<file path="config.mk">
export PLATFORM = sky130hd
export DESIGN_NAME = timer_pwm_unit
export DESIGN_NICKNAME = d
export VERILOG_FILES = /design/src/timer_pkg.sv /design/src/timer_prescaler.sv /design/src/timer_pwm_unit.sv
export SDC_FILE = /design/constraint.sdc
export NUM_CORES = 1
export LEC_CHECK = 0
export BUFFER_PORTS_ARGS = -buffer_cell sky130_fd_sc_hd__buf_2
export CAP_MARGIN = 30
export CORE_ASPECT_RATIO = 0.5
export CORE_MARGIN = 3
export CORE_UTILIZATION = 52
export CTS_BUF_LIST = sky130_fd_sc_hd__clkbuf_8
export CTS_CLUSTER_DIAMETER = 200
export DETAILED_ROUTE_END_ITERATION = 16
export GPL_ROUTABILITY_DRIVEN = 1
export PLACE_DENSITY = 0.81
export SLEW_MARGIN = 20
export SYNTH_ARGS = -nofsm -noshare
export SYNTH_HDL_FRONTEND = slang
export SYNTH_HIERARCHICAL = 1
export SYNTH_SLANG_ARGS = --single-unit
</file>
<file path="constraint.sdc">
create_clock -name clock -period 6.5 [get_ports clock]
set_input_delay 0.325 -clock clock [delete_from_list [all_inputs] [get_ports clock]]
set_output_delay 0.325 -clock clock [all_outputs]
set_load 0.05 [all_outputs]
</file>
<file path="src/timer_pkg.sv">
// Shared constants and carrier types for the enhanced timer/PWM unit
package timer_pkg;

   // ********************
   // Register map (word index on the register port)
   // ********************
   localparam int          ADDR_W             = 4;
   localparam logic [3:0]  OFF_CONTROL        = 4'h0; // Control/status
   localparam logic [3:0]  OFF_COUNT          = 4'h1; // Count value
   localparam logic [3:0]  OFF_RELOAD         = 4'h2; // Reload/capture
   localparam logic [3:0]  OFF_COMPARE        = 4'h3; // Compare value
   localparam logic [3:0]  OFF_INT_STATUS     = 4'h4; // Sticky events, RO
   localparam logic [3:0]  OFF_INT_CLEAR      = 4'h5; // Write one to clear
   localparam logic [3:0]  OFF_INT_ENABLE     = 4'h6; // Event enables

   // ********************
   // Control/status field positions
   // ********************
   localparam int BIT_CAPTURE_RELOAD   = 0;
   localparam int BIT_INTERRUPT_ENABLE = 1;
   localparam int BIT_RUN              = 2;
   localparam int BIT_EXT_PIN_ENABLE   = 3;
   localparam int BIT_UPDOWN_ENABLE    = 4;
   localparam int BIT_WAVE_OUT_ENABLE  = 5;
   localparam int BIT_EXTERNAL_FLAG    = 6;
   localparam int BIT_OVERFLOW_FLAG    = 7;
   localparam int BIT_PRESCALE_LO      = 8;
   localparam int BIT_PWM_CLEAR        = 11;
   localparam int BIT_PWM_SET          = 12;
   localparam int BIT_COUNTER_SELECT   = 15;

   // Bits 14 and 13 never store and read as zero
   localparam logic [15:0] CONTROL_WR_MASK    = 16'h9fff;
   localparam logic [15:0] CONTROL_RESET      = 16'h0000;
   localparam logic [15:0] VALUE_RESET        = 16'h0000;

   // ********************
   // Interrupt status bit positions
   // ********************
   localparam int          NUM_EVENTS         = 3;
   localparam int          EVT_OVERFLOW       = 0;
   localparam int          EVT_EXTERNAL       = 1;
   localparam int          EVT_COMPARE        = 2;

   // Prescaler counter width (largest divisor is 1024)
   localparam int          PRESCALE_W         = 10;

   // Register port request
   typedef struct packed {
      logic [ADDR_W-1:0] addr;
      logic [15:0]       wdata;
      logic              wr;
      logic              rd;
   } reg_req_s;

   // Count direction, one-hot
   typedef enum logic [1:0] {
      DIR_UP   = 2'b01,
      DIR_DOWN = 2'b10
   } dir_e;

endpackage : timer_pkg

</file>
<file path="src/timer_prescaler.sv">
// Prescaler producing the one-cycle count enable for the timer
`timescale 1ns/1ps
module timer_prescaler
   import timer_pkg::*;
(
   input  wire logic       clock,
   input  wire logic       reset_n,
   input  wire logic       enable,     // Run bit; holds state when low
   input  wire logic [2:0] select,     // Divisor selection code
   output logic            tick        // One-cycle count enable
);

   // ************************************************************
   // Divisor decode
   // ************************************************************

   // Terminal count is divisor minus one; unused codes divide by 1
   function automatic logic [PRESCALE_W-1:0] last_count(
      input logic [2:0] sel);
      case (sel)
         3'h1:    last_count = 10'h003;  // By 4
         3'h2:    last_count = 10'h00f;  // By 16
         3'h3:    last_count = 10'h03f;  // By 64
         3'h4:    last_count = 10'h0ff;  // By 256
         3'h5:    last_count = 10'h3ff;  // By 1024
         default: last_count = 10'h000;  // By 1
      endcase
   endfunction : last_count

   logic [PRESCALE_W-1:0] div_cnt_ff;   // Running divider count
   wire  logic            at_last;      // Divider at terminal count

   // Comparing with >= keeps a shrinking divisor from wrapping long
   assign at_last = (div_cnt_ff >= last_count(select)); // see RULE3
   assign tick    = enable & at_last;

   // ************************************************************
   // Divider counter
   // ************************************************************

   // Halted divider keeps its phase so a restart resumes cleanly
   always_ff @(posedge clock or negedge reset_n) begin
      if (!reset_n) begin
         div_cnt_ff <= '0;
      end else if (enable) begin
         div_cnt_ff <= at_last ? '0 : div_cnt_ff + 10'h001;
      end
   end

endmodule : timer_prescaler

</file>
<file path="src/timer_pwm_unit.sv">
// Enhanced 16-bit timer/counter with PWM, capture and reload
//
// What this block does
// RULE1 - Reload without PWM toggles external flag, silently
// RULE2 - Overflow flag sets on each wrap; software clears
// RULE3 - Prescaler codes divide by 1,4,16,64,256,1024,1,1
// RULE4 - Clear-mode PWM: low at compare, high at reload
// RULE5 - Set-mode PWM: high at compare, low at reload
// RULE6 - Both PWM bits: pin toggles at compare
// RULE7 - Counter select picks prescaled clock or input transitions
// RULE8 - Software loads reload, then writes 0x0024 square wave
// RULE9 - PWM 0x0804: high below compare, low on match
// RULE10 - PWM counter runs to reload, then returns zero
// RULE11 - Reload on wrap, or capture count on falling pin
// RULE12 - Run bit counts; clear halts with state kept
// RULE13 - Up/down: pin picks direction; PWM counts triangle
// RULE14 - Waveform enable with counter select clear drives output pin, else released
// RULE15 - Control bits 14 and 13 read zero, ignore writes
`timescale 1ns/1ps
module timer_pwm_unit
   import timer_pkg::*;
#(
   parameter int WIDTH = 16              // Counter width
)
(
   input  wire logic             clock,
   input  wire logic             reset_n,
   input  wire reg_req_s         reg_req,           // Register access
   output logic [15:0]           read_data,         // Valid next cycle
   input  wire logic             count_input_pin,   // External count
   input  wire logic             pwm_capture_pin_i, // Pin level seen
   output logic                  pwm_capture_pin_o, // Pin drive value
   output logic                  pwm_capture_pin_oe_n, // Low = driving
   output logic                  waveform_output_pin,  // Square wave
   output logic                  waveform_output_oe_n, // Low = driving
   output logic                  irq                // Level interrupt
);

   localparam logic [WIDTH-1:0] ALL_ONES = '1;

   // ********************
   // Register address decode
   // ********************

   // Word match used for both write and read decode
   function automatic logic reg_hit(input logic [ADDR_W-1:0] a,
                                    input logic [ADDR_W-1:0] off);
      reg_hit = (a == off);
   endfunction : reg_hit

   wire logic wr_control  = reg_req.wr & reg_hit(reg_req.addr, OFF_CONTROL);
   wire logic wr_count    = reg_req.wr & reg_hit(reg_req.addr, OFF_COUNT);
   wire logic wr_reload   = reg_req.wr & reg_hit(reg_req.addr, OFF_RELOAD);
   wire logic wr_compare  = reg_req.wr & reg_hit(reg_req.addr, OFF_COMPARE);
   wire logic wr_int_clr  = reg_req.wr & reg_hit(reg_req.addr, OFF_INT_CLEAR);
   wire logic wr_int_en   = reg_req.wr & reg_hit(reg_req.addr, OFF_INT_ENABLE);

   // ********************
   // State
   // ********************
   logic [15:0]           control_ff;     // Configuration bits
   logic                  overflow_flag_ff; // Sticky wrap flag
   logic                  external_flag_ff; // Edge / toggle flag
   logic [WIDTH-1:0]      count_value_ff;   // Current count
   logic [WIDTH-1:0]      reload_capture_value_ff; // Reload/capture
   logic [WIDTH-1:0]      compare_value_ff; // Compare value
   dir_e                  dir_ff;           // Triangle direction
   logic                  count_in_prev_ff; // Count pin last level
   logic                  capture_prev_ff;  // Capture pin last level
   logic                  pwm_level_ff;     // PWM pin level
   logic                  wave_level_ff;    // Square-wave level
   logic [NUM_EVENTS-1:0] int_status_ff;    // Sticky events
   logic [NUM_EVENTS-1:0] int_enable_ff;    // Event enables
   logic [15:0]           read_data_ff;     // Registered read answer
   logic                  irq_ff;           // Registered interrupt

   // ********************
   // Control field views
   // ********************
   wire logic capture_mode = control_ff[BIT_CAPTURE_RELOAD];
   wire logic int_enable   = control_ff[BIT_INTERRUPT_ENABLE];
   wire logic run_bit      = control_ff[BIT_RUN];
   wire logic ext_pin_en   = control_ff[BIT_EXT_PIN_ENABLE];
   wire logic updown_en    = control_ff[BIT_UPDOWN_ENABLE];
   wire logic wave_out_en  = control_ff[BIT_WAVE_OUT_ENABLE];
   wire logic pwm_clear    = control_ff[BIT_PWM_CLEAR];
   wire logic pwm_set      = control_ff[BIT_PWM_SET];
   wire logic counter_sel  = control_ff[BIT_COUNTER_SELECT];
   wire logic pwm_mode     = pwm_clear | pwm_set;
   wire logic [2:0] prescale_sel =
      control_ff[BIT_PRESCALE_LO+2:BIT_PRESCALE_LO];

   // ********************
   // Count enable source
   // ********************
   logic      prescale_tick;  // Prescaled system clock pulse

   timer_prescaler u_prescaler (
      .clock   (clock),
      .reset_n (reset_n),
      .enable  (run_bit),
      .select  (prescale_sel),
      .tick    (prescale_tick)
   );

   // Any transition of the count pin is one count
   wire logic count_edge = count_input_pin ^ count_in_prev_ff;
   wire logic step = run_bit &
      (counter_sel ? count_edge : prescale_tick); // see RULE7 RULE12

   // Falling edge on the capture pin, only while the pin is enabled
   wire logic pin_fall = ext_pin_en & capture_prev_ff &
                         ~pwm_capture_pin_i;

   // ********************
   // Direction and wrap points
   // ********************

   // PWM with up/down runs a triangle; up/down without PWM lets the pin steer
   wire logic triangle = pwm_mode & updown_en;
   wire logic count_up = ~updown_en ? 1'b1 :
      (triangle ? (dir_ff == DIR_UP) : pwm_capture_pin_i); // see RULE13
   wire logic at_reload = (count_value_ff == reload_capture_value_ff);
   wire logic at_zero   = (count_value_ff == '0);
   wire logic at_max    = (count_value_ff == ALL_ONES);
   // Capture mode frees the reload register, so wrap at full scale
   wire logic top_hit   = step & count_up &
      (capture_mode ? at_max : at_reload);
   wire logic bottom_hit = step & ~count_up & at_zero;
   wire logic overflow  = (top_hit & ~triangle) | bottom_hit;

   // ********************
   // Next count value
   // ********************
   logic [WIDTH-1:0] nxt_count;   // Count after this cycle
   dir_e             nxt_dir;     // Direction after this cycle

   always_comb begin
      nxt_count = count_value_ff;
      nxt_dir   = dir_ff;
      if (step) begin
         if (triangle && top_hit) begin
            nxt_dir   = DIR_DOWN;                    // see RULE13
            nxt_count = count_value_ff - 1'b1;
         end else if (triangle && bottom_hit) begin
            nxt_dir   = DIR_UP;                      // see RULE13
            nxt_count = count_value_ff + 1'b1;
         end else if (top_hit) begin
            nxt_count = '0;                          // see RULE10 RULE11
         end else if (bottom_hit) begin
            // Down wrap reloads, or rolls to full scale when capturing
            nxt_count = capture_mode ? ALL_ONES :
                        reload_capture_value_ff;     // see RULE11
         end else if (count_up) begin
            nxt_count = count_value_ff + 1'b1;
         end else begin
            nxt_count = count_value_ff - 1'b1;
         end
      end
      // External reload restarts the period from the pin
      if (pin_fall && !capture_mode && !pwm_mode) begin
         nxt_count = count_up ? '0 : reload_capture_value_ff;
      end
      // Software write has the last word on the count
      if (wr_count) begin
         nxt_count = reg_req.wdata[WIDTH-1:0];
      end
      if (!triangle) begin
         nxt_dir = DIR_UP;
      end
   end

   // ********************
   // Compare and pin events
   // ********************

   // Match is taken on the value the count steps into
   wire logic cmp_hit = step & (nxt_count == compare_value_ff);
   wire logic capture_now = pin_fall & capture_mode & ~pwm_mode;

   // Pin event that raises the external flag and its interrupt
   wire logic ext_event = pin_fall &
      (pwm_mode | capture_mode | count_up);
   // Reload mode without PWM toggles the flag and raises nothing
   wire logic ext_toggle = overflow & ~capture_mode & ~pwm_mode;

   logic nxt_pwm_level;   // PWM pin level after this cycle

   always_comb begin
      nxt_pwm_level = pwm_level_ff;
      if (pwm_clear && pwm_set) begin
         if (cmp_hit) nxt_pwm_level = ~pwm_level_ff;   // see RULE6
      end else if (pwm_clear) begin
         // Low once the count meets compare, high at reload
         if (cmp_hit) nxt_pwm_level = 1'b0;           // see RULE4 RULE9
         else if (top_hit) nxt_pwm_level = 1'b1;      // see RULE4
      end else if (pwm_set) begin
         if (cmp_hit) nxt_pwm_level = 1'b1;           // see RULE5
         else if (top_hit) nxt_pwm_level = 1'b0;      // see RULE5
      end
   end

   // ********************
   // Flag next values
   // ********************

   // Hardware set wins over a software clear in the same cycle
   wire logic nxt_overflow_flag = overflow |
      (wr_control ? reg_req.wdata[BIT_OVERFLOW_FLAG]
                  : overflow_flag_ff);               // see RULE2
   wire logic ext_flag_base = wr_control ?
      reg_req.wdata[BIT_EXTERNAL_FLAG] : external_flag_ff;
   wire logic nxt_external_flag = ext_event |
      (ext_flag_base ^ ext_toggle);                  // see RULE1

   wire logic [NUM_EVENTS-1:0] event_vec = {cmp_hit, ext_event, overflow};

   // ********************
   // Control, flags and value registers
   // ********************

   // Flags live outside control_ff so hardware owns their set side
   always_ff @(posedge clock or negedge reset_n) begin
      if (!reset_n) begin
         control_ff <= CONTROL_RESET;
      end else if (wr_control) begin
         control_ff <= reg_req.wdata & CONTROL_WR_MASK; // see RULE15
      end
   end

   always_ff @(posedge clock or negedge reset_n) begin
      if (!reset_n) begin
         overflow_flag_ff <= 1'b0;
         external_flag_ff <= 1'b0;
      end else begin
         overflow_flag_ff <= nxt_overflow_flag;
         external_flag_ff <= nxt_external_flag;
      end
   end

   // Count keeps its state whenever step is low, unless a count write or a pin reload loads it
   always_ff @(posedge clock or negedge reset_n) begin
      if (!reset_n) begin
         count_value_ff <= VALUE_RESET[WIDTH-1:0];
         dir_ff         <= DIR_UP;
      end else begin
         count_value_ff <= nxt_count;                // see RULE12
         dir_ff         <= nxt_dir;
      end
   end

   // Capture overrides a software write in the same cycle
   always_ff @(posedge clock or negedge reset_n) begin
      if (!reset_n) begin
         reload_capture_value_ff <= VALUE_RESET[WIDTH-1:0];
      end else if (capture_now) begin
         reload_capture_value_ff <= count_value_ff;  // see RULE11
      end else if (wr_reload) begin
         reload_capture_value_ff <= reg_req.wdata[WIDTH-1:0];
      end
   end

   always_ff @(posedge clock or negedge reset_n) begin
      if (!reset_n) begin
         compare_value_ff <= VALUE_RESET[WIDTH-1:0];
      end else if (wr_compare) begin
         compare_value_ff <= reg_req.wdata[WIDTH-1:0];
      end
   end

   // ********************
   // Pin history and output levels
   // ********************

   // PWM idles high so the first period starts high; square wave
   // toggles at each wrap, giving half the wrap rate at the pin
   always_ff @(posedge clock or negedge reset_n) begin
      if (!reset_n) begin
         count_in_prev_ff <= 1'b0;
         capture_prev_ff  <= 1'b1;
         pwm_level_ff     <= 1'b1;
         wave_level_ff    <= 1'b0;
      end else begin
         count_in_prev_ff <= count_input_pin;
         capture_prev_ff  <= pwm_capture_pin_i;
         pwm_level_ff     <= nxt_pwm_level;
         wave_level_ff    <= wave_level_ff ^ overflow; // see RULE8
      end
   end

   // ********************
   // Interrupt status, clear and enable
   // ********************
   genvar gi;
   generate
      for (gi = 0; gi < NUM_EVENTS; gi++) begin : g_evt
         // Set wins over a clear written in the same cycle
         always_ff @(posedge clock or negedge reset_n) begin
            if (!reset_n) begin
               int_status_ff[gi] <= 1'b0;
            end else if (event_vec[gi]) begin
               int_status_ff[gi] <= 1'b1;
            end else if (wr_int_clr && reg_req.wdata[gi]) begin
               int_status_ff[gi] <= 1'b0;
            end
         end
      end
   endgenerate

   always_ff @(posedge clock or negedge reset_n) begin
      if (!reset_n) begin
         int_enable_ff <= '0;
      end else if (wr_int_en) begin
         int_enable_ff <= reg_req.wdata[NUM_EVENTS-1:0];
      end
   end

   // Master enable in control gates every timer interrupt
   always_ff @(posedge clock or negedge reset_n) begin
      if (!reset_n) begin
         irq_ff <= 1'b0;
      end else begin
         irq_ff <= int_enable & |(int_status_ff & int_enable_ff);
      end
   end

   // ********************
   // Read path
   // ********************

   // Live control view merges the flags back at bits 7 and 6
   wire logic [15:0] control_view = control_ff |
      (16'(overflow_flag_ff) << BIT_OVERFLOW_FLAG) |
      (16'(external_flag_ff) << BIT_EXTERNAL_FLAG);

   // Unmapped and write-only addresses answer zero
   wire logic [15:0] read_mux =
      reg_hit(reg_req.addr, OFF_CONTROL)    ? control_view :
      reg_hit(reg_req.addr, OFF_COUNT)      ? 16'(count_value_ff) :
      reg_hit(reg_req.addr, OFF_RELOAD)     ? 16'(reload_capture_value_ff) :
      reg_hit(reg_req.addr, OFF_COMPARE)    ? 16'(compare_value_ff) :
      reg_hit(reg_req.addr, OFF_INT_STATUS) ? 16'(int_status_ff) :
      reg_hit(reg_req.addr, OFF_INT_ENABLE) ? 16'(int_enable_ff) :
                                              16'h0000;

   // Data stands only in the cycle after the read strobe
   always_ff @(posedge clock or negedge reset_n) begin
      if (!reset_n) begin
         read_data_ff <= 16'h0000;
      end else begin
         read_data_ff <= reg_req.rd ? read_mux : 16'h0000;
      end
   end

   // ********************
   // Outputs
   // ********************
   logic pwm_oe_n_ff;    // Capture pin drive enable, low drives
   logic wave_oe_n_ff;   // Waveform pin drive enable, low drives

   // Pins drive only in their modes; otherwise they are released
   always_ff @(posedge clock or negedge reset_n) begin
      if (!reset_n) begin
         pwm_oe_n_ff  <= 1'b1;
         wave_oe_n_ff <= 1'b1;
      end else begin
         pwm_oe_n_ff  <= ~pwm_mode;
         wave_oe_n_ff <= ~(wave_out_en & ~counter_sel); // see RULE14
      end
   end

   assign read_data            = read_data_ff;
   assign irq                  = irq_ff;
   assign pwm_capture_pin_o    = pwm_level_ff;
   assign pwm_capture_pin_oe_n = pwm_oe_n_ff;
   assign waveform_output_pin  = wave_level_ff;
   assign waveform_output_oe_n = wave_oe_n_ff;

endmodule : timer_pwm_unit

</file>
==> results of run 1 <==
==> final cells by class <==
type                       count  area share, %
clock inverter                 7           1.32
multi-input combinational    718           56.6
inverter                      28           1.25
clock buffer                   9           1.47
timing repair buffer          68           5.21
sequential                   105           31.2
tap                          198           2.94
==> power by group <==
group | switching [mW] | internal, mW
clock network | 0.242 | 0.254
registers | 0.512 | 0.817
logic | 0.804 | 0.563
==> cells in the final DEF (no fill, tap or decap), types with 8 or more instances in the layout <==
master / n
and3_1: 8
a22oi_1: 23
or4_1: 9
buf_2: 45
clkbuf_8: 9
o21ai_0: 65
mux2i_1: 22
a221oi_1: 9
nand3_1: 31
mux2_2: 26
a211oi_1: 12
xor2_1: 11
a21o_1: 8
nand2b_1: 8
a31oi_1: 12
dfrtp_1: 100
nor2_1: 69
o211ai_1: 8
a21oi_1: 83
ha_1: 15
inv_1: 30
buf_4: 18
nor4_1: 13
nand4_1: 16
nor3_1: 33
xnor2_1: 32
nand2_1: 77
==> sequential cells by signal, summed over array words and instances, names as in the netlist <==
| signal | flops |
|---|---|
| waveform_output_oe_n | 1 |
| capture_prev_ff | 1 |
| pwm_capture_pin_o | 1 |
| count_in_prev_ff | 1 |
| reload_capture_value_ff | 16 |
| external_flag_ff | 1 |
| int_status_ff | 3 |
| count_value_ff | 16 |
| pwm_capture_pin_oe_n | 1 |
| read_data | 16 |
| control_ff | 14 |
| irq | 1 |
| dir_ff | 2 |
| overflow_flag_ff | 1 |
| u_prescaler/div_cnt_ff | 10 |
| compare_value_ff | 16 |
| int_enable_ff | 3 |
| waveform_output_pin | 1 |
==> logic make-up after synthesis <==
| group | synth area share (%) |
|---|---|
| AOI/OAI and AO/OA | 24.3 |
| buffers and inverters | 8.03 |
| DFF | 32.8 |
| adders and majority gates | 2.34 |
| and+or+nand+nor | 21.4 |
| xor gates and xnor gates | 4.70 |
| muxes | 6.40 |
==> how the worst max path moves through the flow <==
stage | endpoint | slack [ps]
after global routing | int_status_ff[2]$_DFFE_PN0P_ | 600
after detailed placement | int_status_ff[2]$_DFFE_PN0P_ | 1020
after CTS | int_status_ff[2]$_DFFE_PN0P_ | 1000
after floorplan | pwm_capture_pin_o$_DFFE_PN1P_ | 2180
after global placement | pwm_capture_pin_o$_DFFE_PN1P_ | 1250
final | int_status_ff[2]$_DFFE_PN0P_ | 660
==> worst reg2reg max path: stages (launching register included) <==
cell	delay, ps
dfrtp_1	400
inv_1	90
ha_1	350
o21ai_0	140
inv_1	100
ha_1	320
a211oi_2	80
a2bb2oi_2	170
o21ai_1	470
and2_1	200
o21ai_0	90
a21o_1	410
a311oi_2	320
and2_1	470
nand3_2	330
o41ai_1	850
a2111oi_0	310
and4_1	310
and3_1	190
a21o_1	160
==> through the flow <==
stage                     power [mW]  hold WS, ps  instance area (um2)
final                           3.19         56.8                 8430
after global routing            3.35         32.5                 8430
after CTS                       3.12         30.7                 8370
after detailed placement        2.62          287                 8120
after global placement          2.60          283                 8120
after floorplan                 2.25         29.4                 8020
==> routing by layer <==
layer	part of all wire, %	GRT usage [%]	vias to the layer above
li1	-	-	3468
met1	43	47.9	3846
met2	41	48.5	545
met3	13	12.0	66
met4	1.8	9.12	2
met5	0.038	0	-
==> repair_timing <==
| item | in CTS | in global routing |
|---|---|---|
| hold endpoints to repair | 32 | 0 |
| hold buffers | 1 | 0 |
| setup buffers | 0 | 0 |
==> key figures, run 1 <==
Hold path
  • Worst hold path depth: 1
  • HP Class: in2reg
  • Hold path startpoint: pwm_capture_pin_i
  • Hold path endpoint: capture_prev_ff$_DFF_PN1_

Place
  • Placer Congestion: 1.05
  • Dpl ws: 1020 ps
  • Port-buffer cells: 46
  • Inst Count DP: 1,112
  • Dpl hpwl: 20,500 um

Routing
  • Post-route ant nets: 0
  • DR pass1 iterations: 7
  • DR vias/cell: 7.00
  • # DRC: 0
  • Initial DRC count: 1,089
  • Routed length per instance: 25.4 um
  • Vias: 7,927
  • Final WL: 28,700 um

Floorplan
  • Core ar.: 14,800 um2
  • Die footprint: 17,000 um2
  • Die W: 182 um
  • # IOs: 47
  • FP Rows: 31
  • Die height: 93.8 um
  • Initial Util: 54.3%

Setup path
  • Critical path cell sequence: inv_1 -> ha_1 -> o21ai_0 -> inv_1 -> ha_1 -> a211oi_2 -> a2bb2oi_2 -> o21ai_1 -> and2_1 -> o21ai_0 -> a21o_1 -> a311oi_2 -> and2_1 -> nand3_2 -> o41ai_1 -> a2111oi_0 -> and4_1 -> and3_1 -> a21o_1
  • Data arrival time of the worst path: 6150 ps
  • Worst Path Buf+Inv: 2
  • Crit-path max cell delay: 850 ps
  • Delay-heaviest family, CP: compound AO/OA/AOI/OAI gates
  • Crit path required time: 6810 ps
  • R2R setup slack: 660 ps
  • CP Launch Type: flop
  • Reg-to-reg endpoint: int_status_ff[2]$_DFFE_PN0P_
  • CP Launch Point: control_ff[9]$_DFFE_PN0P_
  • Crit-path slowest cell: o41ai_1
  • Worst R2R Path Depth: 19
  • CP Capture Type: flop
  • FF-to-FF Start: control_ff[9]$_DFFE_PN0P_
  • Crit. path cell count: 19
  • CP Max Fanout: 12
  • Critical path type: reg2reg

Layout
  • Final core occ: 57.1%
  • N_diodes: 0
  • Finished Layout Cells: 1,133
  • Filler Cell Count: 1,332
  • Nets: 971
  • Area taken by multi-input logic gates: 4770 um2
  • Reg area: 2630 um2
  • Share of layout cells above drive strength 1: 16.3%
  • Synthesis-to-layout area growth: 5.16%

CTS
  • Root Driver: clkbuf_8
  • Worst-skew pair later-pin latency: 400 ps
  • CTS HTree Levels: 3
  • CTS tree: built
  • CTS buffer count: 9
  • Clk buf depth: 2
  • Gates resized, CTS repair: 0
  • Clock-pin slew on the worst setup and hold paths: 110 ps
  • Sink Count: 105

Synthesis
  • Post-synth net total: 976
  • FFs w/ async S/R, synth: 100%
  • Post-synthesis sequential area ratio: 32.8%
  • Largest area contributor in the netlist: dfrtp_1
  • EDFF count, synth: 0
  • Commonest cells post-synth: 100 x dfrtp_1, 83 x a21oi_1, 77 x nand2_1, 69 x nor2_1, 66 x o21ai_0
  • Yosys cell types: 98
  • Top post-synthesis cells by area: dfrtp_1 31%, a21oi_1 5.2%, o21ai_0 4.1%, mux2_2 3.7%, nand2_1 3.6%
  • Syn Area/Cell: 8.58 um2
  • Netlist Area Pre-Place: 8020 um2
  • Most frequent cell after synthesis: dfrtp_1
  • Mapped Cells: 935
  • Yosys top cell area share: 31.2%
  • Synth warn: 6
  • Ys flop type: dfrtp_1
  • Yosys reg bits: 105

Power and ir drop
  • P per Cell Area: 378 nW/um2
  • Static leakage: 3.50 nW
  • Peak VDD IR: 0.182 mV

Timing
  • Worst rel slew slack: 33.7%
  • Fin crit share: 89.9%
  • Slew Limit Fails: 0
  • Worst setup margin: 659 ps
  • Worst-Margin Slew: 988 ps
  • # setup viols final: 0
  • Crit path time final: 5840 ps
  • RSZ-0062 raised after global routing: no
  • Highest clock rate: 0.171 GHz
  • Clock skew: 19.4 ps
  • Final Hold Vio Count: 0
  • Setup TNS: 0 ps

GRT
  • First-pass GRT wire length: 44,000 um
  • Largest net degree at the start of global routing: 73
  • GRT Residual Overflow: 0
  • Initial antenna violation count: 2
  • Gr usage total: 33.7%
  • Vias in the first global route: 7,507

Outcome
  • Outcome: finished clean

Job
  • Max cap viols: 0
(Power assumes the default switching activity.)
==> run 2, diff against run 1 <==
Settings changed: ABC_AREA set to 1.
==> key figures, run 2 <==
Place
  • Placer Congestion: 1.05 (-0.38%)
  • Dpl hpwl: 22,200 um (+8.2%)
  • Port-buffer cells: 46 (unchanged)

Synthesis
  • Commonest cells post-synth: 426 x nand2_1, 137 x inv_1, 131 x nor2_1, 104 x o21ai_0, 100 x dfrtp_1
  • Yosys top cell area share: 31.6% (+0.36 points)
  • Most frequent cell after synthesis: nand2_1
  • Post-synthesis sequential area ratio: 33.2% (+0.38 points)
  • Ys flop type: dfrtp_1
  • EDFF count, synth: 0 (unchanged)
  • Mapped Cells: 1,241 (+33%)
  • Netlist Area Pre-Place: 7930 um2 (-1.1%)
  • Largest area contributor in the netlist: dfrtp_1
  • Synth warn: 6 (unchanged)
  • Syn Area/Cell: 6.39 um2 (-26%)
  • Yosys reg bits: 105 (unchanged)
  • FFs w/ async S/R, synth: 100% (unchanged)
  • Top post-synthesis cells by area: dfrtp_1 32%, nand2_1 20%, o21ai_0 6.6%, inv_1 6.5%, nor2_1 6.2%
  • Yosys cell types: 48 (-51%)
  • Post-synth net total: 1,282 (+31%)

Timing
  • Slew Limit Fails: 0 (unchanged)
  • Clock skew: 18.3 ps (-1.11 ps)
  • # setup viols final: 0 (unchanged)
  • Final Hold Vio Count: 0 (unchanged)
  • Setup TNS: 0 ps (unchanged)
  • Fin crit share: 79.5% (-10 points)
  • RSZ-0062 raised after global routing: no
  • Highest clock rate: 0.193 GHz (+13%)
  • Min Hold Slack: 30.4 ps (-26.4 ps)
  • Worst rel slew slack: 36.1% (+2.4 points)
  • Crit path time final: 5170 ps (-670 ps)
  • Worst-Margin Slew: 959 ps (-29.0 ps)

Floorplan
  • Die footprint: 16,900 um2 (-1.1%)
  • # IOs: 47 (unchanged)
  • Core ar.: 14,700 um2 (-0.53%)
  • FP Rows: 31 (unchanged)
  • Die W: 181 um (-0.55%)
  • Die height: 93.3 um (-0.53%)
  • Initial Util: 53.9% (-0.33 points)

Power and ir drop
  • Static leakage: 4.43 nW (+27%)
  • Peak VDD IR: 0.149 mV (-18%)
  • P per Cell Area: 375 nW/um2 (-0.97%)

Setup path
  • Critical path type: reg2reg
  • CP most frequent cell: nand2_1
  • Crit path required time: 6860 ps (+50 ps)
  • Data arrival time of the worst path: 5530 ps (-620 ps)
  • FF-to-FF Start: control_ff[9]$_DFFE_PN0P_
  • CP Capture Type: flop
  • CP Launch Type: flop
  • CP Launch Point: control_ff[9]$_DFFE_PN0P_
  • Crit-path slowest cell: inv_1
  • R2R setup slack: 1330 ps (+670 ps)
  • Crit-path max cell delay: 510 ps (-340 ps)
  • CP Max Fanout: 25 (+13)

CTS
  • Clk buf depth: 2 (unchanged)
  • Sink Count: 105 (unchanged)
  • CTS tree: built
  • CTS buffer count: 9 (unchanged)
  • Postcts setup bufs: 0 (unchanged)
  • Worst-skew pair later-pin latency: 420 ps (+20 ps)
  • Root Driver: clkbuf_8
  • Clock-pin slew on the worst setup and hold paths: 130 ps (+20 ps)
  • CTS HTree Levels: 3 (unchanged)

Layout
  • Most frequent cells in the layout: 426 x nand2_1, 137 x inv_1, 129 x nor2_1
  • N_diodes: 0 (unchanged)
  • Synthesis-to-layout area growth: 7.12%
  • Final core occ: 57.8% (+0.70 points)
  • Share of layout cells above drive strength 1: 9.86% (-6.4 points)
  • Most common cell after layout, fill and taps aside: nand2_1
  • Nets: 1,304 (+34%)

GRT
  • First-pass GRT wire length: 44,800 um (+1.6%)
  • Vias in the first global route: 7,850 (+4.6%)
  • Largest net degree at the start of global routing: 65 (-11%)
  • Gr usage total: 34.8% (+1.1 points)
  • Initial antenna violation count: 0 (-2)
  • GRT Residual Overflow: 0 (unchanged)

Routing
  • Vias: 8,799 (+11%)
  • Routed length per instance: 20.0 um (-21%)
  • Post-route ant nets: 0 (unchanged)
  • DR pass1 iterations: 5 (-2)
  • Final WL: 29,300 um (+2.0%)
  • Initial DRC count: 1,037 (-4.8%)
  • # DRC: 0 (unchanged)
  • DR vias/cell: 6.00 (-14%)

Outcome
  • Outcome: finished clean

Job
  • Max cap viols: 0 (unchanged)

Hold path
  • HP Class: in2reg
  • Hold path startpoint: pwm_capture_pin_i
-- run 2: cell count changes in the layout (fill, tap and decap cells not counted), sizes merged, moves of 49 or more --
cell,change
a21oi,-49
nand3,+70
nand2,+354
nor2,+73
o21ai,+49
inv,+115
-- run 2: cell type report --
cell class / instances / area, um2
Clock buffer: 9 / 124
Clock inverter: 7 / 85.1
Fill cell: 1434 / 6210
Inverter: 145 / 549
Multi-Input combinational cell: 945 / 4520
Sequential cell: 105 / 2630
Tap cell: 198 / 248
Timing Repair Buffer: 57 / 333
-- run 2: metrics by stage --
| stage | std cells | power [mW] | cell area [um2] | worst slack, ps |
|---|---|---|---|---|
| final | 1466 | 3.18 | 8490 | 1330 |
| after global placement | 1446 | 2.62 | 8240 | 1680 |
| after floorplan | 1241 | 2.13 | 7930 | 2870 |
| after CTS | 1465 | 3.09 | 8480 | 1480 |
| after detailed placement | 1448 | 2.64 | 8260 | 1490 |
| after global routing | 1466 | 3.38 | 8490 | 972 |
-- run 2: repair_timing --
action	in CTS	in global routing
hold buffers	1	0
gates resized for setup	0	0
hold endpoints to repair	40	0
-- run 2: cell families (layout without fill, tap and decap cells) --
logic type	after synthesis	count (layout)	share of synthesized area, %
buf+inv	191	218	9.94
flops	105	105	33.2
xor+xnor	11	11	1.22
fa+ha+maj	15	15	2.37
compound gates	197	197	14.3
simple gates	722	722	38.9
-- run 2: path summary, 6_finish.rpt --
path	endpoint	depth (start not counted)
worst max-delay path	pwm_capture_pin_o$_DFFE_PN1P_	35
worst min-delay path	capture_prev_ff$_DFF_PN1_	1
worst max register to register	pwm_capture_pin_o$_DFFE_PN1P_	35
worst min register to register	waveform_output_oe_n$_DFF_PN1_	1
max in group asynchronous	int_status_ff[0]$_DFFE_PN0P_	3
min in group asynchronous	reload_capture_value_ff[10]$_DFFE_PN0P_	2
-- run 2: critical path: cells and delay by family, from the launching register on --
kind | cells | cell delay [ps]
buf+inv | 5 | 940
simple gates | 26 | 2870
flops | 1 | 410
compound gates | 2 | 240
fa+ha+maj | 2 | 620
-- run 2: where the power goes --
part	switching, mW	internal (mW)	leakage, nW	total, mW
Sequential	0.314	0.807	1.31	1.12
Clock	0.299	0.159	0.103	0.458
Combinational	1.14	0.467	3.02	1.60
Total	1.75	1.43	4.43	3.18
-- run 2: per-layer routing --
| layer | GRT usage (%) | up-vias | routed length (um) |
|---|---|---|---|
| li1 | - | 4038 | - |
| met1 | 52.4 | 4156 | 13100 |
| met2 | 46.7 | 564 | 11300 |
| met3 | 13.4 | 41 | 4460 |
| met4 | 7.28 | 0 | 395 |
| met5 | 0 | - | 0 |
==> run 3, diff against run 2 <==
Clock period 6.5 ns to 5.16 ns, I/O delays scaled along.
==> key figures, run 3 (synthesis gave the netlist of run 2 again) <==
Power and ir drop
  • P per Cell Area: 469 nW/um2 (+25%)
  • Static leakage: 4.47 nW (+0.68%)
  • Peak VDD IR: 0.254 mV (+70%)

CTS
  • CTS tree: built
  • CTS HTree Levels: 3 (unchanged)
  • Sink Count: 105 (unchanged)
  • Clk buf depth: 2 (unchanged)
  • CTS buffer count: 9 (unchanged)
  • Root Driver: clkbuf_8
  • Clock-pin slew on the worst setup and hold paths: 130 ps (about the same)
  • Worst-skew pair later-pin latency: 410 ps (about the same)

Setup path
  • Crit-path slowest cell: dfrtp_1
  • FF-to-FF Start: control_ff[9]$_DFFE_PN0P_
  • R2R setup slack: 470 ps (-860 ps)
  • Critical path type: reg2reg
  • Worst Path Buf+Inv: 5 (unchanged)
  • Crit. path cell count: 34 (-2.9%)
  • Crit-path max cell delay: 410 ps (-100 ps)
  • Reg-to-reg endpoint: pwm_capture_pin_o$_DFFE_PN1P_
  • CP Launch Point: control_ff[9]$_DFFE_PN0P_
  • Crit path required time: 5520 ps (-1340 ps)
  • CP most frequent cell: nand2_1
  • Critical Path Sink: pwm_capture_pin_o$_DFFE_PN1P_
  • Delay-heaviest family, CP: simple AND/OR/NAND/NOR gates
  • CP Capture Type: flop
  • Worst R2R Path Depth: 34 (-2.9%)
  • CP Max Fanout: 24 (-4.0%)
  • CP Launch Type: flop
  • Data arrival time of the worst path: 5050 ps (-480 ps)

GRT
  • First-pass GRT wire length: 44,000 um (-1.8%)
  • Met1 Usage GRT: 48.5% (-3.8 points)
  • Largest net degree at the start of global routing: 71 (+9.2%)
  • Gr usage total: 33.8% (-0.97 points)
  • Gr busiest metal: met1
  • GRT Residual Overflow: 0 (unchanged)
  • Vias in the first global route: 7,805 (-0.57%)
  • M3 GR Usage: 15.3% (+1.9 points)
  • Initial antenna violation count: 0 (unchanged)
  • Met2 Resource Use GR: 46.8% (+0.12 points)

Timing
  • RSZ-0062 raised after global routing: no
  • Final Hold Vio Count: 0 (unchanged)
  • Fin crit share: 90.9% (+11 points)
  • Slew Limit Fails: 0 (unchanged)
  • Crit path time final: 4690 ps (-481 ps)
  • Worst setup margin: 470 ps (-859 ps)
  • Worst-Margin Slew: 971 ps (+12.3 ps)
  • # setup viols final: 0 (unchanged)
  • Min Hold Slack: 108 ps (+77.3 ps)
  • Clock skew: 25.3 ps (+7.03 ps)
  • Setup TNS: 0 ps (unchanged)
  • Worst rel slew slack: 35.3% (-0.82 points)
  • Highest clock rate: 0.213 GHz (+10%)

Routing
  • # DRC: 0 (unchanged)
  • Final WL: 28,500 um (-2.8%)
  • DR vias/cell: 5.90 (-1.7%)
  • Vias: 8,671 (-1.5%)
  • Post-route ant nets: 0 (unchanged)
  • DR pass1 iterations: 6 (+1)
  • Initial DRC count: 1,251 (+21%)
  • Routed length per instance: 19.4 um (-3.0%)

Layout
  • Synthesis-to-layout area growth: 7.91%
  • Share of layout cells above drive strength 1: 9.91% (+0.055 points)
  • Most frequent cells in the layout: 426 x nand2_1, 137 x inv_1, 129 x nor2_1
  • Filler Cell Count: 1,435 (+0.070%)
  • Nets: 1,307 (+0.23%)
  • Most common cell after layout, fill and taps aside: nand2_1
  • N_diodes: 0 (unchanged)

Place
  • Dpl hpwl: 21,900 um (-1.2%)
  • Port-buffer cells: 46 (unchanged)
  • Placer Congestion: 1.06 (+1.4%)
  • Dpl ws: 481 ps (-1010 ps)

Floorplan
  • Initial Util: 53.9% (unchanged)
  • # IOs: 47 (unchanged)
  • Core ar.: 14,700 um2 (unchanged)
  • Die footprint: 16,900 um2 (unchanged)
  • FP Rows: 31 (unchanged)
  • Die W: 181 um (unchanged)
  • Die height: 93.3 um (unchanged)

Hold path
  • Worst hold path depth: 3 (+2)
  • HP Class: in2reg

Job
  • Max cap viols: 0 (unchanged)

Outcome
  • Outcome: finished clean
==> run 3: cell types whose count changed in the layout (fill, tap and decap cells not counted), sizes merged <==
| cell | before | now |
|---|---|---|
| buf | 56 | 57 |
| dlygate4sd3 | 1 | 3 |
| clkinv | 5 | 6 |
| clkinvlp | 1 | 0 |
==> run 3: worst min-delay path by stage <==
stage | startpoint | endpoint | slack, ps
2_1_floorplan | reset_n | compare_value_ff[0]$_DFFE_PN0P_ | -40
3_3_place_gp | count_input_pin | count_in_prev_ff$_DFF_PN0_ | 400
3_5_place_dp | count_input_pin | count_in_prev_ff$_DFF_PN0_ | 400
4_1_cts | reset_n | u_prescaler/div_cnt_ff[6]$_DFFE_PN0P_ | 3
5_1_grt | reg_req[13] | control_ff[11]$_DFFE_PN0P_ | 90
6_report | reg_req[13] | control_ff[11]$_DFFE_PN0P_ | 110
==> run 3: cell type report <==
cell class                 count  area, um2  area share (%)
clock buffer                   9        124            1.45
clock inverter                 7       93.8            1.10
inverter                     145        549            6.42
multi-input combinational    945       4530            53.0
sequential                   105       2630            30.8
tap                          198        248            2.90
timing repair buffer          60        373            4.36
==> run 3: metrics by stage <==
| step | power [mW] | utilization (%) | instance area, um2 | cells |
|---|---|---|---|---|
| global placement | 3.29 | 56.1 | 8250 | 1448 |
| floorplan | 2.68 | - | 7930 | 1241 |
| CTS | 3.89 | 57.7 | 8490 | 1466 |
| detailed placement | 3.32 | 56.1 | 8250 | 1448 |
| finish | 4.01 | 58.2 | 8560 | 1469 |
| global route | 4.29 | 58.2 | 8560 | 1469 |
==> run 3: tightest hold or removal path, cell delays in order <==
cell and delay [ps]:
buf_2 110, nand2_1 50, o21ai_0 60
==> run 3: timing repair <==
item / in CTS / in global routing
setup endpoints to repair: 0 / 1
hold buffers: 2 / 1
setup buffers: 0 / 0
hold endpoints to repair: 2 / 10
resized for setup: 0 / 1
==> run 3: per-layer routing <==
metal	share of wire (%)	vias up	wire length, um
li1	-	4044	-
met3	16	43	4530
met5	0	-	0
met1	44	4012	12500
met2	39	572	11100
met4	1.5	0	425
==> run 3: power by group <==
| part | internal [mW] | switching (mW) |
|---|---|---|
| Clock | 0.204 | 0.362 |
| Sequential | 1.02 | 0.407 |
| Combinational | 0.593 | 1.43 |
